<file path="config.mk">
export PLATFORM = sky130hd
export DESIGN_NAME = dcrm_regs
export DESIGN_NICKNAME = d
export VERILOG_FILES = /design/src/rtl/dcrm_pkg.sv /design/src/rtl/dcrm_regs.sv
export VERILOG_INCLUDE_DIRS = /design/src /design/src/rtl
export SDC_FILE = /design/constraint.sdc
export NUM_CORES = 1
export LEC_CHECK = 0
export BUFFER_PORTS_ARGS = -buffer_cell sky130_fd_sc_hd__buf_2
export CAP_MARGIN = 15
export CORE_UTILIZATION = 53
export DETAILED_ROUTE_END_ITERATION = 8
export PLACE_DENSITY = 0.82
export SETUP_SLACK_MARGIN = 0.2
export SYNTH_ARGS = -nofsm -noshare
export SYNTH_HDL_FRONTEND = slang
export SYNTH_SLANG_ARGS = --single-unit
</file>
<file path="constraint.sdc">
create_clock -name clk_i -period 11.25 [get_ports clk_i]
set_input_delay 2.25 -clock clk_i [delete_from_list [all_inputs] [get_ports clk_i]]
set_output_delay 2.25 -clock clk_i [all_outputs]
set_load 0.01 [all_outputs]
</file>
<file path="src/rtl/dcrm_defs.svh">
// register offsets, field positions and codes of the drive common register map
`ifndef DCRM_DEFS_SVH
`define DCRM_DEFS_SVH
`define DCRM_OFS_MODEL 16'h0000
`define DCRM_OFS_CAPACITY 16'h0001
`define DCRM_OFS_VCLASS 16'h0002
`define DCRM_OFS_FWREV 16'h0003
`define DCRM_OFS_WRPERM 16'h0004
`define DCRM_OFS_SPEEDREF 16'h0005
`define DCRM_OFS_CMD 16'h0006
`define DCRM_OFS_RAMPUP 16'h0007
`define DCRM_OFS_RAMPDN 16'h0008
`define DCRM_OFS_CURRENT 16'h0009
`define DCRM_OFS_FREQ 16'h000a
`define DCRM_OFS_VOLT 16'h000b
`define DCRM_OFS_BUSV 16'h000c
`define DCRM_OFS_POWER 16'h000d
`define DCRM_OFS_STATE 16'h000e
`define DCRM_FC_RD_HOLD 8'h03
`define DCRM_FC_RD_INPUT 8'h04
`define DCRM_FC_WR_SINGLE 8'h06
`define DCRM_FC_WR_MULTI 8'h10
`define DCRM_EXC_NONE 8'h00
`define DCRM_EXC_FUNC 8'h01
`define DCRM_EXC_ADDR 8'h02
`define DCRM_EXC_WRDIS 8'h14
`define DCRM_CMD_STOP 0
`define DCRM_CMD_FWD 1
`define DCRM_CMD_REV 2
`define DCRM_CMD_FRST 3
`define DCRM_CMD_ESTOP 4
`define DCRM_CMD_SRC_LO 6
`define DCRM_CMD_FSRC_LO 8
`define DCRM_CMD_NETERR 15
`define DCRM_CMD_WMASK 16'h1fdf
`define DCRM_RST_ZERO 16'h0000
`define DCRM_VCLASS_220 16'h0000
`define DCRM_VCLASS_400 16'h0001
`define DCRM_VCLASS_600 16'h0002
`endif

</file>
<file path="src/rtl/dcrm_pkg.sv">
// types of the drive common register map
package dcrm_pkg;
  typedef enum logic [1:0] {
    DCRM_SRC_TERMINAL,
    DCRM_SRC_KEYPAD,
    DCRM_SRC_OPTION,
    DCRM_SRC_SERIAL
  } dcrm_src_e;
  typedef logic [15:0] dcrm_word_t;
endpackage

</file>
<file path="src/rtl/dcrm_regs.sv">
// register bank of the drive common area, served by the serial frame decoder
`include "dcrm_defs.svh"
////////////////////////////////////////////////////////////////////////////////
module dcrm_regs #(
  parameter logic [15:0] MODEL_ID = 16'h0001, // arbitrary value
  parameter logic [15:0] CAPACITY_ID = 16'h0004,
  parameter logic [1:0] VCLASS_SEL = 2'h1,
  parameter logic [15:0] FW_REV = 16'h0100
) (
  // clock and reset
  input wire logic clk_i,
  input wire logic rst_i,
  // access strobe from the frame decoder, one word per strobe
  input wire logic acc_req_i,
  input wire logic [7:0] acc_func_i,
  input wire logic [15:0] acc_addr_i,
  input wire logic [15:0] acc_wdata_i,
  // answer to the access
  output logic acc_ack_o,
  output logic [15:0] acc_rdata_o,
  output logic [7:0] acc_exc_o,
  // live drive measurements and state, from outside the clock domain
  input wire logic [15:0] motor_current_i,
  input wire logic [15:0] motor_frequency_i,
  input wire logic [15:0] motor_voltage_i,
  input wire logic [15:0] bus_voltage_i,
  input wire logic [15:0] motor_power_i,
  input wire logic [10:0] drive_flags_i,
  input wire logic net_error_i,
  // controls to the drive core
  output logic [15:0] speed_reference_o,
  output logic [15:0] ramp_up_time_o,
  output logic [15:0] ramp_down_time_o,
  output logic stop_req_o,
  output logic fwd_req_o,
  output logic rev_req_o,
  output logic estop_o,
  output logic fault_clear_o,
  output logic [1:0] run_source_o,
  output logic [4:0] freq_source_o
);
  ////////////////////////////////////////////////////////////////////////////
  // synchronisers for the measurement inputs
  logic [15:0] meas_s1_ff [5];
  logic [15:0] meas_s2_ff [5];
  logic [15:0] meas_in [5];
  logic [11:0] flg_s1_ff;
  logic [11:0] flg_s2_ff;
  assign meas_in[0] = motor_current_i;
  assign meas_in[1] = motor_frequency_i;
  assign meas_in[2] = motor_voltage_i;
  assign meas_in[3] = bus_voltage_i;
  assign meas_in[4] = motor_power_i;

  // word-wide sync may tear a word mid-change; the core holds values steady
  genvar gi;
  generate
    for (gi = 0; gi < 5; gi++) begin : g_meas
      always_ff @(posedge clk_i or posedge rst_i) begin
        if (rst_i) begin
          meas_s1_ff[gi] <= `DCRM_RST_ZERO;
          meas_s2_ff[gi] <= `DCRM_RST_ZERO;
        end else begin
          meas_s1_ff[gi] <= meas_in[gi];
          meas_s2_ff[gi] <= meas_s1_ff[gi];
        end
      end
    end
  endgenerate

  always_ff @(posedge clk_i or posedge rst_i) begin
    if (rst_i) begin
      flg_s1_ff <= 12'h000;
      flg_s2_ff <= 12'h000;
    end else begin
      flg_s1_ff <= {net_error_i, drive_flags_i};
      flg_s2_ff <= flg_s1_ff;
    end
  end

  ////////////////////////////////////////////////////////////////////////////
  // access decode
  logic [15:0] wr_perm_ff;
  logic [15:0] speed_ref_ff;
  logic [15:0] cmd_ff;
  logic [15:0] ramp_up_ff;
  logic [15:0] ramp_dn_ff;
  logic net_err_ff;
  logic fault_clear_ff;
  logic ack_ff;
  logic [15:0] rdata_ff;
  logic [7:0] exc_ff;

  wire is_read = acc_func_i == `DCRM_FC_RD_HOLD || acc_func_i == `DCRM_FC_RD_INPUT;
  wire is_write = acc_func_i == `DCRM_FC_WR_SINGLE || acc_func_i == `DCRM_FC_WR_MULTI;
  wire addr_ok = acc_addr_i <= `DCRM_OFS_STATE;
  wire addr_rw = acc_addr_i == `DCRM_OFS_WRPERM || acc_addr_i == `DCRM_OFS_SPEEDREF
    || acc_addr_i == `DCRM_OFS_CMD || acc_addr_i == `DCRM_OFS_RAMPUP
    || acc_addr_i == `DCRM_OFS_RAMPDN;
  // the permission register itself stays writable so a locked master can unlock
  wire unlocked = wr_perm_ff != `DCRM_RST_ZERO || acc_addr_i == `DCRM_OFS_WRPERM;
  wire [7:0] nxt_exc = !(is_read || is_write) ? `DCRM_EXC_FUNC :
    !addr_ok ? `DCRM_EXC_ADDR :
    (is_write && (!addr_rw || !unlocked)) ? `DCRM_EXC_WRDIS : `DCRM_EXC_NONE;
  wire wr_go = acc_req_i && is_write && nxt_exc == `DCRM_EXC_NONE;
  wire wr_perm = wr_go && acc_addr_i == `DCRM_OFS_WRPERM;
  wire wr_speed = wr_go && acc_addr_i == `DCRM_OFS_SPEEDREF;
  wire wr_cmd = wr_go && acc_addr_i == `DCRM_OFS_CMD;
  wire wr_rup = wr_go && acc_addr_i == `DCRM_OFS_RAMPUP;
  wire wr_rdn = wr_go && acc_addr_i == `DCRM_OFS_RAMPDN;
  // fault clear fires only on a 0 to 1 step of the reset bit
  wire frst_rise = wr_cmd && acc_wdata_i[`DCRM_CMD_FRST] && !cmd_ff[`DCRM_CMD_FRST];
  // hardware set beats a software clear of the error bit
  wire nxt_net_err = flg_s2_ff[11] ? 1'b1 :
    wr_cmd ? acc_wdata_i[`DCRM_CMD_NETERR] : net_err_ff;
  wire [15:0] cmd_word = {net_err_ff, cmd_ff[14:0]};
  wire [15:0] state_word = {5'h00, flg_s2_ff[10:0]};
  wire [15:0] vclass_word = {14'h0000, VCLASS_SEL};

  logic [15:0] nxt_rdata;
  always_comb begin
    case (acc_addr_i)
      `DCRM_OFS_MODEL: nxt_rdata = MODEL_ID;
      `DCRM_OFS_CAPACITY: nxt_rdata = CAPACITY_ID;
      `DCRM_OFS_VCLASS: nxt_rdata = vclass_word;
      `DCRM_OFS_FWREV: nxt_rdata = FW_REV;
      `DCRM_OFS_WRPERM: nxt_rdata = wr_perm_ff;
      `DCRM_OFS_SPEEDREF: nxt_rdata = speed_ref_ff;
      `DCRM_OFS_CMD: nxt_rdata = cmd_word;
      `DCRM_OFS_RAMPUP: nxt_rdata = ramp_up_ff;
      `DCRM_OFS_RAMPDN: nxt_rdata = ramp_dn_ff;
      `DCRM_OFS_CURRENT: nxt_rdata = meas_s2_ff[0];
      `DCRM_OFS_FREQ: nxt_rdata = meas_s2_ff[1];
      `DCRM_OFS_VOLT: nxt_rdata = meas_s2_ff[2];
      `DCRM_OFS_BUSV: nxt_rdata = meas_s2_ff[3];
      `DCRM_OFS_POWER: nxt_rdata = meas_s2_ff[4];
      `DCRM_OFS_STATE: nxt_rdata = state_word;
      default: nxt_rdata = `DCRM_RST_ZERO;
    endcase
  end

  ////////////////////////////////////////////////////////////////////////////
  // registers
  always_ff @(posedge clk_i or posedge rst_i) begin
    if (rst_i) begin
      wr_perm_ff <= `DCRM_RST_ZERO;
      speed_ref_ff <= `DCRM_RST_ZERO;
      ramp_up_ff <= `DCRM_RST_ZERO;
      ramp_dn_ff <= `DCRM_RST_ZERO;
      cmd_ff <= `DCRM_RST_ZERO;
      net_err_ff <= 1'b0;
      fault_clear_ff <= 1'b0;
    end else begin
      if (wr_perm) wr_perm_ff <= acc_wdata_i;
      if (wr_speed) speed_ref_ff <= acc_wdata_i;
      if (wr_rup) ramp_up_ff <= acc_wdata_i;
      if (wr_rdn) ramp_dn_ff <= acc_wdata_i;
      // bit 5 and bits 13..14 have no function and store nothing
      if (wr_cmd) cmd_ff <= acc_wdata_i & `DCRM_CMD_WMASK;
      net_err_ff <= nxt_net_err;
      fault_clear_ff <= frst_rise;
    end
  end

  always_ff @(posedge clk_i or posedge rst_i) begin
    if (rst_i) begin
      ack_ff <= 1'b0;
      rdata_ff <= `DCRM_RST_ZERO;
      exc_ff <= `DCRM_EXC_NONE;
    end else begin
      ack_ff <= acc_req_i;
      if (acc_req_i) begin
        rdata_ff <= (is_read && nxt_exc == `DCRM_EXC_NONE) ? nxt_rdata : `DCRM_RST_ZERO;
        exc_ff <= nxt_exc;
      end
    end
  end

  ////////////////////////////////////////////////////////////////////////////
  // outputs, all from flip-flops
  assign acc_ack_o = ack_ff;
  assign acc_rdata_o = rdata_ff;
  assign acc_exc_o = exc_ff;
  assign speed_reference_o = speed_ref_ff;
  assign ramp_up_time_o = ramp_up_ff;
  assign ramp_down_time_o = ramp_dn_ff;
  assign stop_req_o = cmd_ff[`DCRM_CMD_STOP];
  assign fwd_req_o = cmd_ff[`DCRM_CMD_FWD];
  assign rev_req_o = cmd_ff[`DCRM_CMD_REV];
  assign estop_o = cmd_ff[`DCRM_CMD_ESTOP];
  assign fault_clear_o = fault_clear_ff;
  assign run_source_o = cmd_ff[`DCRM_CMD_SRC_LO +: 2];
  assign freq_source_o = cmd_ff[`DCRM_CMD_FSRC_LO +: 5];

  // typed view of the source field, only for coverage
  dcrm_pkg::dcrm_src_e run_src;
  assign run_src = dcrm_pkg::dcrm_src_e'(cmd_ff[`DCRM_CMD_SRC_LO +: 2]);
endmodule // dcrm_regs

</file>
# Word level (Yosys, flattened, before mapping)
# Cells that the tools add are included.
dict set report classes {
  magnitude_cmp 1
  n_eq_ne 18
  mux 7
  reduce_logical 28
}
# operator n
set ops {}
lappend ops {{$pmux W16 S14} 1}
lappend ops {{$eq A16 B4 Y1 const B} 7}
lappend ops {{$eq A16 B3 Y1 const B} 4}
lappend ops {{$eq A16 B2 Y1 const B} 2}
lappend ops {{$eq A16 B1 Y1 const B} 1}
lappend ops {{$eq A8 B3 Y1 const B} 2}
lappend ops {{$le A16 B4 Y1 const B} 1}
lappend ops {{$logic_not A16 Y1} 1}
lappend ops {{$mux W16} 1}
lappend ops {{$reduce_bool A16 Y1} 1}
lappend ops {{$mux W5} 3}
lappend ops {{$logic_and A1 B1 Y1} 11}
lappend ops {{$logic_or A1 B1 Y1} 9}
lappend ops {{$eq A8 B2 Y1 const B} 1}
lappend ops {{$eq A8 B5 Y1 const B} 1}
lappend ops {{$logic_not A8 Y1} 1}
lappend ops {{$logic_not A1 Y1} 3}
lappend ops {{$mux W1} 2}
lappend ops {{$reduce_bool A2 Y1} 1}
lappend ops {{$reduce_or A2 Y1} 1}
dict set report word_totals {
  ff_bits 287
  input_bits 135
  output_inout_bits 85
  word_cells 76
}

# Longest topological paths before layout
# Gate-level depths: netlist of the first run.
dict set report logic_depth {
  word_depth 16
  depth_mapped 10
  ltp_nobuf 6
}

# Least setup slack after synthesis of the first run
# Ideal clock, no wire load.
dict set report synth_path {
  path_type {input port to flip-flop}
  startpoint {in acc_addr_i[15]}
  endpoint {reg ramp_up_ff[0], in the netlist ramp_up_time_o[0]}
  setup_time_ps 125
  t_arrival_ps 5151
  t_required_ps 11125
  path_slack_ps 5974
  path_stages 9
  path_buffers 3
  path_cell_list {or4_1 buf_2 or3_1 buf_6 or4_4 or2_4 nor4_4 buf_6 mux2_4}
}
dict set report synth_via {
  elab_chain_len 14
  elab_cells_between_ends 21
  cone_classes {order compare: 1; eq/ne: 5; mux: 3; reduce/logical: 12}
}
# element line_no
set synth_lines {}
lappend synth_lines {{start: declaration} dcrm_regs.sv:16} ;# input wire logic [15:0] acc_addr_i,
lappend synth_lines {{$eq A16 B3 Y1} --}
lappend synth_lines {{$logic_or A1 B1 Y1 (no source line) (4 in series)} --}
lappend synth_lines {{$logic_not A1 Y1} dcrm_regs.sv:104} ;# (is_write && (!addr_rw || !unlocked)) ? `DCRM_EXC_WRDIS : `DCRM_EXC_NONE;
lappend synth_lines {{$logic_or A1 B1 Y1} dcrm_regs.sv:104}
lappend synth_lines {{$logic_and A1 B1 Y1} dcrm_regs.sv:104}
lappend synth_lines {{$mux W5 (no source line) (3 in series)} --}
lappend synth_lines {{$logic_not A8 Y1 (no source line)} --}
lappend synth_lines {{$logic_and A1 B1 Y1 (no source line)} --}
lappend synth_lines {{$logic_and A1 B1 Y1 (no source line) *} --}
lappend synth_lines {{end signal: assignment} dcrm_regs.sv:148} ;# ramp_up_ff <= `DCRM_RST_ZERO;
lappend synth_lines {{end signal: assignment} dcrm_regs.sv:156} ;# if (wr_rup) ramp_up_ff <= acc_wdata_i;
lappend synth_lines {{end: declaration} dcrm_regs.sv:86} ;# logic [15:0] ramp_up_ff;
# Mark *: on every way between the ends. The rest lies on a longest branch, timed or not.
# A chain may end at the register's enable or synchronous reset.

# Worst setup path in the final report of the first run
dict set report layout_path {
  startpoint {in acc_addr_i[15]}
  endpoint {reg ramp_dn_ff[0], in the netlist ramp_down_time_o[0]}
}
dict set report layout_via {
  elab_chain_len 14
  elab_cells_between_ends 21
  cone_classes {order compare: 1; eq/ne: 5; mux: 3; reduce/logical: 12}
}
# element line_no
set layout_lines {}
lappend layout_lines {{$eq A16 B3 Y1} --}
lappend layout_lines {{$logic_or A1 B1 Y1 (no source line) (4 in series)} --}
lappend layout_lines {{$logic_not A1 Y1} dcrm_regs.sv:104}
lappend layout_lines {{$logic_or A1 B1 Y1} dcrm_regs.sv:104}
lappend layout_lines {{$logic_and A1 B1 Y1} dcrm_regs.sv:104}
lappend layout_lines {{$mux W5 (no source line) (3 in series)} --}
lappend layout_lines {{$logic_not A8 Y1 (no source line)} --}
lappend layout_lines {{$logic_and A1 B1 Y1 (no source line)} --}
lappend layout_lines {{$logic_and A1 B1 Y1 (no source line) *} --}
lappend layout_lines {{end signal: assignment} dcrm_regs.sv:149} ;# ramp_dn_ff <= `DCRM_RST_ZERO;
lappend layout_lines {{end signal: assignment} dcrm_regs.sv:157} ;# if (wr_rdn) ramp_dn_ff <= acc_wdata_i;
lappend layout_lines {{end: declaration} dcrm_regs.sv:87} ;# logic [15:0] ramp_dn_ff;
# Marks and branches as above.

==> results of run 1 <==
[cell usage after synthesis (all sizes together), types with 2 or more instances]
library cell  instances
a221o                 2
nand4b                2
nand3                10
dfrtp               282
and3                  6
nor3b                 2
inv                  12
o22ai                 4
mux2i                 8
or4bb                 2
buf                  21
nor4                 19
and4                  3
nor3                  6
clkbuf               22
o21ai                 7
nor2b                11
a222oi                9
nand2                14
a221oi               12
nand2b               16
a22o                  8
or4                   6
or4b                  2
mux2                 80
a2bb2oi               2
a22oi                26
a21boi                3
or3                   3
a21oi                10
and2                  5
nor2                 15
a32oi                13
nand4                 5
[worst max-delay path by stage]
stage	from	end	slack (ps)	cells past startpoint
2_1_floorplan	rst_i	acc_ack_o	1220	1
3_3_place_gp	acc_addr_i[15]	ramp_down_time_o[3]	4970	7
3_5_place_dp	acc_addr_i[15]	ramp_down_time_o[1]	4880	7
4_1_cts	acc_addr_i[15]	ramp_down_time_o[0]	5450	7
5_1_grt	acc_addr_i[15]	ramp_down_time_o[9]	5310	7
6_report	acc_addr_i[15]	ramp_down_time_o[0]	5380	7
[placed cells by master, fill, tap and decap left out, types with 5 or more instances in the layout]
| master | count |
|---|---|
| nand2_1 | 14 |
| mux2i_1 | 8 |
| dfrtp_1 | 282 |
| nor4_1 | 15 |
| clkbuf_16 | 28 |
| nand3_1 | 10 |
| a221oi_1 | 12 |
| buf_4 | 16 |
| inv_1 | 11 |
| clkinv_2 | 7 |
| a222oi_1 | 9 |
| nor3_1 | 6 |
| nand4_1 | 5 |
| a22oi_1 | 26 |
| a32oi_1 | 13 |
| and3_1 | 6 |
| mux2_4 | 10 |
| buf_2 | 215 |
| nor2_1 | 14 |
| a21oi_1 | 10 |
| o21ai_0 | 7 |
| bufinv_16 | 5 |
| a22o_1 | 8 |
| nand2b_1 | 16 |
| or4_1 | 5 |
| nor2b_1 | 11 |
| mux2_2 | 70 |
[through the flow]
step	utilization	hold slack, ps	power (mW)	instance area, sq um
2_1_floorplan	-	331	1.11	10000
3_3_place_gp	0.620	333	1.15	11300
3_5_place_dp	0.620	335	1.15	11300
4_1_cts	0.674	343	2.12	12300
5_1_grt	0.676	350	2.18	12300
6_report	0.676	344	2.11	12300
[layout make-up]
type                            instances  share of cell area
Clock inverter                         16              0.0183
Tap cell                              229              0.0233
Multi-Input combinational cell        329               0.219
Sequential cell                       282               0.573
Timing Repair Buffer                  233               0.100
Clock buffer                           35              0.0615
Inverter                               12             0.00427
[sequential cells by signal, indices dropped and copies added (netlist names)]
signal             cells
meas_s2_ff            80
net_err_ff             1
speed_reference_o     16
ramp_down_time_o      16
ramp_up_time_o        16
flg_s2_ff             12
cmd_ff                12
acc_ack_o              1
wr_perm_ff            16
flg_s1_ff             12
meas_s1_ff            80
acc_exc_o              3
fault_clear_o          1
acc_rdata_o           16
[power by group through the flow]
| stage | logic, mW | registers [mW] | clock network [mW] |
|---|---|---|---|
| after floorplan | 0.0326 | 1.07 | 0 |
| final | 0.0735 | 1.06 | 0.979 |
| after global routing | 0.0817 | 1.06 | 1.04 |
| after CTS | 0.0728 | 1.06 | 0.991 |
| after global placement | 0.0713 | 1.08 | 0 |
| after detailed placement | 0.0721 | 1.08 | 0 |
[kinds of logic after synthesis]
kind of cell           count (synthesis)  synth area share
AO/OA/AOI/OAI                        105            0.0823
flip-flops                           282             0.706
other                                  1          0.000375
AND/OR/NAND/NOR                      132            0.0817
multiplexers                          88             0.102
buffers and inverters                 55            0.0274
[worst max-delay path, delay by kind of cell]
kind                   cells  cell delay (ps)
buffers and inverters      1               90
muxes                      1              420
and+or+nand+nor            5             3510
[metal layers]
metal	vias to the layer above	GRT usage
met4	2	0.140
met1	3415	0.385
li1	2872	-
met2	457	0.450
met5	-	0
met3	104	0.0795
==> metrics.csv, run 1 <==
stage,metric,value,unit
status,status,"finished, final reports clean",
setup_path,crit_path_start_kind,primary input,
setup_path,crit_required,11670,ps
timing,rsz0062_at_grt,no,
power_and_ir_drop,pwr-share-seq,0.502,
run,maxCapViolCount,0,
global_routing,antenna_found_initial,1,
setup_path,critPathCaptureType,flip-flop,
worst_hold_path,hold_path_startpoint,flg_s1_ff[3],
detailed_routing,topRoutingLayerUsed,met5,
detailed_routing,drt-met1-wl,10.6,mm
layout,nets,1021,
detailed_routing,drt_first_iter_violations,836,
synthesis,yosysTopAreaCell,dfrtp_1,
layout,drive_above_1_share,0.409,
synthesis,ys_warn_count,0,
worst_hold_path,hp-class,reg -> reg,
floorplan,die-area,19400,sq um
clock_network,clk_latency,540,ps
layout,multi_input_area,2700,sq um
layout,final-instance-count-excl-fill,1136,
timing,hold_violations,0,
timing,tns,0,ps
worst_hold_path,holdPathEnd,flg_s2_ff[3],
power_and_ir_drop,p_sw_frac,0.211,
synthesis,synth.area.top_cells,"dfrtp_1 71%, mux2_2 7.9%, a22oi_1 2.0%, mux2_4 1.5%, a32oi_1 1.1%",
setup_path,worstPathMaxFanout,19,
timing,worstMarginPinSlew,1140,ps
synthesis,synthDistinctLibCells,58,
floorplan,initial_core_util,0.549,
clock_network,cts_tree,yes,
clock_network,cts_buffers,28,
synthesis,synth-async-reset-ratio,1.00,
detailed_routing,drc_errors,0,
global_routing,grt-ovfl-total,0,
synthesis,syn_area,9990,sq um
floorplan,core,18200,sq um
global_routing,grt_pass1_wl,41.6,mm
place,pre_cts_ws,4880,ps
timing,worst_slack,5380,ps
place,globalplace.congestion,0.916,
power_and_ir_drop,vdd_drop_max,0.151,mV
clock_network,clk_pin_slew,60,ps
timing,setup_viol,0,
synthesis,synth_seq_cells,282,
detailed_routing,num_vias,6850,
timing,fmax,170,MHz
detailed_routing,wl_met3,2.84,mm
setup_path,ff2ff_path_depth,6,
timing,period_share,0.521,
layout,fillerInstances,1237,
power_and_ir_drop,cellPowerDensity,172,nW/um^2
floorplan,fp-row-count,49,
clock_network,cts_resized,0,
layout,diodes,0,
setup_path,reg2reg_to,ramp_down_time_o[0],
floorplan,die_y,139,um
floorplan,io_pins,220,
layout,area_growth,23.2,%
clock_network,clk_path_buf_depth,3,
power_and_ir_drop,power.share.clock,0.464,
clock_network,clockRootBuffer,clkbuf_16,
clock_network,cts_max_level,1,
global_routing,grt_max_degree,118,
setup_path,cp_slowest_stage_delay,890,ps
detailed_routing,viasPerCell,6.03,
layout,seqCellArea,7060,sq um
setup_path,crit_arrival,6280,ps
global_routing,grt_use_total,0.291,
power_and_ir_drop,switching_power,0.445,mW
global_routing,grt_pass1_vias,6984,
power_and_ir_drop,p_comb_frac,0.035,
synthesis,synth.top_cell.area_share,0.706,
timing,fin_skew,21.7,ps
timing,relSlewSlack,0.236,
worst_hold_path,holdPathStages,0,
clock_network,clkSinkCount,282,
floorplan,die_w,139,um
setup_path,ff2ff_setup_slack,8820,ps
place,dp_hpwl,18.1,mm
place,io_buffers,215,
synthesis,ys.flop_type,dfrtp_1,
setup_path,crit_chain,buf_2 > or4_1 > or3_1 > or4_4 > or2_4 > nor2_2 > mux2_2,
place,place_inst,1083,
power_and_ir_drop,p_int,1.67,mW
setup_path,reg2reg_from,wr_perm_ff[1],
detailed_routing,postRouteAntennaNets,0,
synthesis,avgSynthCellArea,15.1,sq um
power_and_ir_drop,p_leak,5.91,nW
setup_path,path_class,in -> reg,
detailed_routing,met2_length,12.7,mm
detailed_routing,dr.pass1.iters,5,
timing,fin_crit,5870,ps
detailed_routing,wire_per_inst,24.2,um
timing,drv_slew,0,
clock_network,cts_hold_buf,0,
setup_path,cp_slowest_cell,nor2_2,
synthesis,synth_cells,663,
synthesis,synth_edf_count,0,
clock_network,post_cts_buffers,0,
synthesis,synth_seq_area_share,0.706,
detailed_routing,drt-total-wl,27.5,mm
(Power assumes the default switching activity.)
==> inputs of run 2 (changes only) <==
--- a/config.mk
+++ b/config.mk
@@ -6,11 +6,12 @@
 export SDC_FILE = /design/constraint.sdc
 export NUM_CORES = 1
 export LEC_CHECK = 0
+export ABC_AREA = 1
 export BUFFER_PORTS_ARGS = -buffer_cell sky130_fd_sc_hd__buf_2
 export CAP_MARGIN = 15
-export CORE_UTILIZATION = 53
+export CORE_UTILIZATION = 49
 export DETAILED_ROUTE_END_ITERATION = 8
-export PLACE_DENSITY = 0.82
+export PLACE_DENSITY = 0.8
 export SETUP_SLACK_MARGIN = 0.2
 export SYNTH_ARGS = -nofsm -noshare
 export SYNTH_HDL_FRONTEND = slang
==> constraint.sdc (replaced) <==
create_clock -name clk_i -period 4.7 [get_ports clk_i]
set_input_delay 0.94 -clock clk_i [delete_from_list [all_inputs] [get_ports clk_i]]
set_output_delay 0.94 -clock clk_i [all_outputs]
set_load 0.01 [all_outputs]
==> metrics.csv, run 2 <==
stage,metric,value,unit
place,io_buffers,215,
power_and_ir_drop,p_leak,6.78,nW
global_routing,grt_use_total,0.239,
synthesis,syn_area,10200,sq um
timing,fin_crit,2880,ps
timing,tns,0,ps
floorplan,io_pins,220,
floorplan,die_y,147,um
synthesis,ys_warn_count,0,
layout,largestRegisters,"meas_s1_ff (80), meas_s2_ff (80)",
synthesis,synth.top_cell.area_share,0.689,
synthesis,avgSynthCellArea,10.1,sq um
floorplan,fp-row-count,52,
timing,drv_slew,0,
synthesis,synth_seq_cells,282,
power_and_ir_drop,p_int,4.00,mW
global_routing,grt_pass1_wl,39.8,mm
timing,period_share,0.612,
layout,layout_common_cells,"423 x nand2_1, 282 x dfrtp_1, 215 x buf_2",
power_and_ir_drop,power.share.clock,0.466,
power_and_ir_drop,vdd_drop_max,0.305,mV
setup_path,crit_path_start_kind,primary input,
global_routing,grt_max_degree,126,
setup_path,ff2ff_path_depth,8,
clock_network,clk_latency,540,ps
clock_network,post_cts_buffers,0,
layout,diodes,0,
detailed_routing,drc_errors,0,
power_and_ir_drop,p_sw_frac,0.205,
clock_network,cts_max_level,1,
clock_network,cts_resized,0,
power_and_ir_drop,p_comb_frac,0.031,
synthesis,synth_cells,1018,
place,dp_hpwl,17.4,mm
run,maxCapViolCount,0,
timing,setup_viol,0,
clock_network,clk_pin_slew,60,ps
setup_path,crit_required,5110,ps
timing,relSlewSlack,0.328,
layout,final_common_cell,nand2_1,
detailed_routing,drt-total-wl,25.0,mm
worst_hold_path,hp-class,reg -> reg,
timing,fin_skew,13.6,ps
worst_hold_path,holdPathStages,0,
synthesis,synth_edf_count,0,
power_and_ir_drop,cellPowerDensity,402,nW/um^2
clock_network,clockRootBuffer,clkbuf_16,
timing,worstMarginPinSlew,1010,ps
detailed_routing,viasPerCell,5.08,
synthesis,synth-async-reset-ratio,1.00,
clock_network,cts_hold_buf,0,
floorplan,core,20400,sq um
global_routing,antenna_found_initial,0,
floorplan,die_w,147,um
floorplan,die-area,21500,sq um
power_and_ir_drop,switching_power,1.03,mW
synthesis,ys.flop_type,dfrtp_1,
detailed_routing,dr.pass1.iters,5,
global_routing,grt-ovfl-total,0,
power_and_ir_drop,pwr-share-seq,0.503,
synthesis,yosysMostFrequentCell,nand2_1,
detailed_routing,drt_first_iter_violations,666,
timing,rsz0062_at_grt,no,
place,pre_cts_ws,1350,ps
global_routing,grt_pass1_vias,7544,
place,globalplace.congestion,0.894,
floorplan,initial_core_util,0.503,
detailed_routing,num_vias,7721,
synthesis,ys_top_cells_by_count,"423 x nand2_1, 282 x dfrtp_1, 69 x nand4_1",
detailed_routing,wire_per_inst,16.4,um
layout,nets,1364,
synthesis,synthDistinctLibCells,25,
setup_path,path_class,in -> reg,
setup_path,worstPathMaxFanout,32,
clock_network,clkSinkCount,282,
synthesis,synth_seq_area_share,0.689,
status,status,"finished, final reports clean",
clock_network,clk_path_buf_depth,3,
timing,hold_violations,0,
synthesis,yosysTopAreaCell,dfrtp_1,
layout,area_growth,22.4,%
setup_path,critPathCaptureType,flip-flop,
clock_network,cts_tree,yes,
timing,worst_slack,1820,ps
synthesis,synth.area.top_cells,"dfrtp_1 69%, nand2_1 16%, nand4_1 4.2%, nor2_1 2.4%, inv_1 1.8%",
detailed_routing,postRouteAntennaNets,0,
clock_network,cts_buffers,28,
timing,fmax,348,MHz
setup_path,crit_arrival,3290,ps
layout,drive_above_1_share,0.233,
run 2: cell count changes after synthesis, moves of 26 or more:
cell / before / now
o21ai_1: 0 / 29
nand4_1: 5 / 69
nand2_1: 14 / 423
a22oi_1: 26 / 0
inv_1: 12 / 48
nor2_1: 14 / 65
mux2_2: 70 / 0
run 2: critical path, stage by stage:
cell	delay, ps
buf_2	100
nor2_1	100
nand2_1	240
nor2_1	270
nand2_1	80
inv_1	740
nand3_2	560
nand2_1	180
nand2_1	70
run 2: power by group through the flow:
stage	Sequential [mW]	Clock (mW)	Combinational, mW
2_1_floorplan	2.57	0	0.0663
3_3_place_gp	2.57	0	0.156
3_5_place_dp	2.58	0	0.159
4_1_cts	2.53	2.39	0.160
5_1_grt	2.54	2.49	0.178
6_report	2.53	2.34	0.157
run 2: layer usage:
metal	GRT usage	wire (um)	up-vias	share of wire
met2	0.393	12200	311	0.49
met3	0.0434	1720	47	0.069
li1	-	-	3636	-
met4	0.0714	552	0	0.022
met1	0.327	10500	3727	0.42
met5	0	0	-	0
run 2: layout make-up:
cell class	instances	area, sq um
Fill cell	1643	7840
Sequential cell	282	7060
Multi-Input combinational cell	638	2740
Timing Repair Buffer	228	1200
Clock buffer	37	774
Tap cell	270	338
Clock inverter	15	220
Inverter	51	195
run 2: cells by family (layout without fill, tap and decap cells):
| group | Yosys count | after routing | share of synthesized area |
|---|---|---|---|
| other | 1 | 4 | 0.000366 |
| AOI/OAI and AO/OA | 40 | 40 | 0.0225 |
| DFF | 282 | 282 | 0.689 |
| buffers and inverters | 101 | 331 | 0.0436 |
| and+or+nand+nor | 594 | 594 | 0.244 |
run 2: path summary, 6_finish.rpt:
path                                startpoint                   end  slack [ps]
worst max-delay path             acc_addr_i[7]  ramp_down_time_o[13]        1820
worst min-delay path            meas_s1_ff[35]        meas_s2_ff[35]         340
worst max register to register   wr_perm_ff[8]    ramp_up_time_o[11]        2560
worst min register to register  meas_s1_ff[35]        meas_s2_ff[35]         340
max in group asynchronous                rst_i        meas_s1_ff[14]        3190
min in group asynchronous                rst_i          flg_s2_ff[2]         470
run 2: through the flow:
step	hold WS, ps	instances	area, sq um	total power, mW	utilization
detailed placement	335	1469	11500	2.73	0.566
floorplan	331	1021	10300	2.64	-
CTS	345	1521	12500	5.08	0.615
finish	344	1521	12500	5.03	0.615
global route	349	1521	12500	5.20	0.615
global placement	332	1469	11500	2.73	0.566
==> inputs of run 3 (changes only) <==
==> constraint.sdc (replaced) <==
create_clock -name clk_i -period 2.49 [get_ports clk_i]
set_input_delay 0.498 -clock clk_i [delete_from_list [all_inputs] [get_ports clk_i]]
set_output_delay 0.498 -clock clk_i [all_outputs]
set_load 0.01 [all_outputs]
==> metrics.csv, run 3 (synthesis gave the netlist of run 2 again) <==
stage,metric,value,unit
status,status,"finished, final reports clean",
clock_network,clk_latency,550,ps
setup_path,crit_top_cell,nor2_1,
global_routing,grt_max_degree,90,
timing,fin_crit,1930,ps
global_routing,grt_pass1_wl,41.5,mm
clock_network,post_cts_buffers,0,
floorplan,die-area,21500,sq um
power_and_ir_drop,vdd_drop_max,0.589,mV
timing,period_share,0.776,
detailed_routing,dr.pass1.iters,5,
global_routing,antenna_found_initial,0,
layout,drive_above_1_share,0.248,
clock_network,clk_pin_slew,60,ps
setup_path,cp_slowest_cell,buf_4,
timing,hold-worst-slack,45.6,ps
detailed_routing,wire_per_inst,17.0,um
detailed_routing,drt_first_iter_violations,595,
layout,diodes,0,
clock_network,clockRootBuffer,clkbuf_16,
setup_path,cp_slowest_stage_delay,340,ps
layout,layout_common_cells,"423 x nand2_1, 282 x dfrtp_1, 215 x buf_2",
detailed_routing,viasPerCell,5.10,
setup_path,crit_required,2960,ps
power_and_ir_drop,cellPowerDensity,746,nW/um^2
layout,final-instance-count-excl-fill,1545,
place,io_buffers,215,
layout,nets,1388,
clock_network,clk_path_buf_depth,3,
place,place_inst,1492,
setup_path,critPathCaptureType,flip-flop,
detailed_routing,num_vias,7880,
place,dp_hpwl,18.1,mm
clock_network,clkSinkCount,282,
run,maxCapViolCount,0,
floorplan,initial_core_util,0.503,
timing,tns,0,ps
timing,setup_viol,0,
place,globalplace.congestion,0.888,
worst_hold_path,hp-class,in -> reg,
global_routing,grt_pass1_vias,7749,
timing,fmax,518,MHz
detailed_routing,drc_errors,0,
floorplan,die_w,147,um
floorplan,die_y,147,um
clock_network,cts_tree,yes,
detailed_routing,drt-total-wl,26.3,mm
power_and_ir_drop,p_leak,6.94,nW
layout,area_growth,25.4,%
timing,drv_slew,0,
timing,worst_slack,558,ps
setup_path,worstPathMaxFanout,27,
floorplan,core,20400,sq um
global_routing,grt_use_total,0.251,
layout,largestRegisters,"meas_s1_ff (80), meas_s2_ff (80)",
timing,rsz0062_at_grt,no,
setup_path,crit_chain,buf_2 > nor2_1 > nand2_1 > inv_1 > nand2_1 > inv_2 > o21ai_2 > nor2_1 > a21oi_4 > buf_4 > nand4_1 > nor2_1,
setup_path,path_class,in -> reg,
clock_network,cts_max_level,1,
layout,final_common_cell,nand2_1,
floorplan,io_pins,220,
timing,hold_violations,0,
layout,fillerInstances,1588,
setup_path,crit_arrival,2400,ps
clock_network,cts_buffers,28,
setup_path,crit_path_start_kind,primary input,
timing,fin_skew,11.9,ps
detailed_routing,postRouteAntennaNets,0,
global_routing,grt-ovfl-total,0,
place,pre_cts_ws,-209,ps
floorplan,fp-row-count,52,
-- run 3: final timing paths --
check | start | endpoint | slack, ps | cells past startpoint
max in group asynchronous | rst_i | meas_s1_ff[73] | 1220 | 5
setup / recovery | acc_addr_i[5] | fault_clear_o | 560 | 12
hold / removal | motor_current_i[5] | meas_s1_ff[69] | 50 | 1
min in group asynchronous | rst_i | ramp_up_time_o[0] | 480 | 3
setup reg to reg | wr_perm_ff[15] | fault_clear_o | 610 | 8
hold reg to reg | meas_s1_ff[76] | meas_s2_ff[76] | 340 | 0
-- run 3: routing by layer --
metal  track usage  vias up  part of all wire
met2         0.417      334              0.49
met4        0.0865        0             0.026
met5             0        -                 0
met1         0.335     3814              0.41
li1              -     3686                 -
met3        0.0441       46             0.067
-- run 3: where the power goes --
| group | internal (mW) | leakage (nW) | total, mW | switching, mW |
|---|---|---|---|---|
| sequential | 4.74 | 3.50 | 4.78 | 0.0443 |
| combinational | 0.112 | 2.94 | 0.313 | 0.201 |
| clock | 2.71 | 0.492 | 4.48 | 1.77 |
-- run 3: worst max-delay path, delay by kind of cell --
kind | cells | cell delay (ps)
and+or+nand+nor | 6 | 900
buffers and inverters | 4 | 600
AOI/OAI and AO/OA | 2 | 410
-- run 3: through the flow --
stage	total power, mW	cell area, sq um	util
floorplan	4.98	10300	-
global placement	5.16	11800	0.580
detailed placement	5.18	11800	0.580
CTS	9.66	12800	0.630
global route	9.89	12800	0.630
finish	9.57	12800	0.630
-- run 3: area by class of cell --
cell class / instances / area (sq um) / share of cell area
clock buffers: 38 / 808 / 0.0630
clock inverters: 14 / 210 / 0.0164
inverters: 51 / 195 / 0.0152
multi-input cells: 638 / 2750 / 0.214
flip-flops and latches: 282 / 7060 / 0.550
well taps: 270 / 338 / 0.0263
repair buffers: 252 / 1480 / 0.115
-- run 3: what timing repair did --
item,4_1_cts,5_1_grt
hold buffers,1,0
setup endpoints to repair,0,4
hold endpoints to repair,11,0
gates resized for setup,0,1
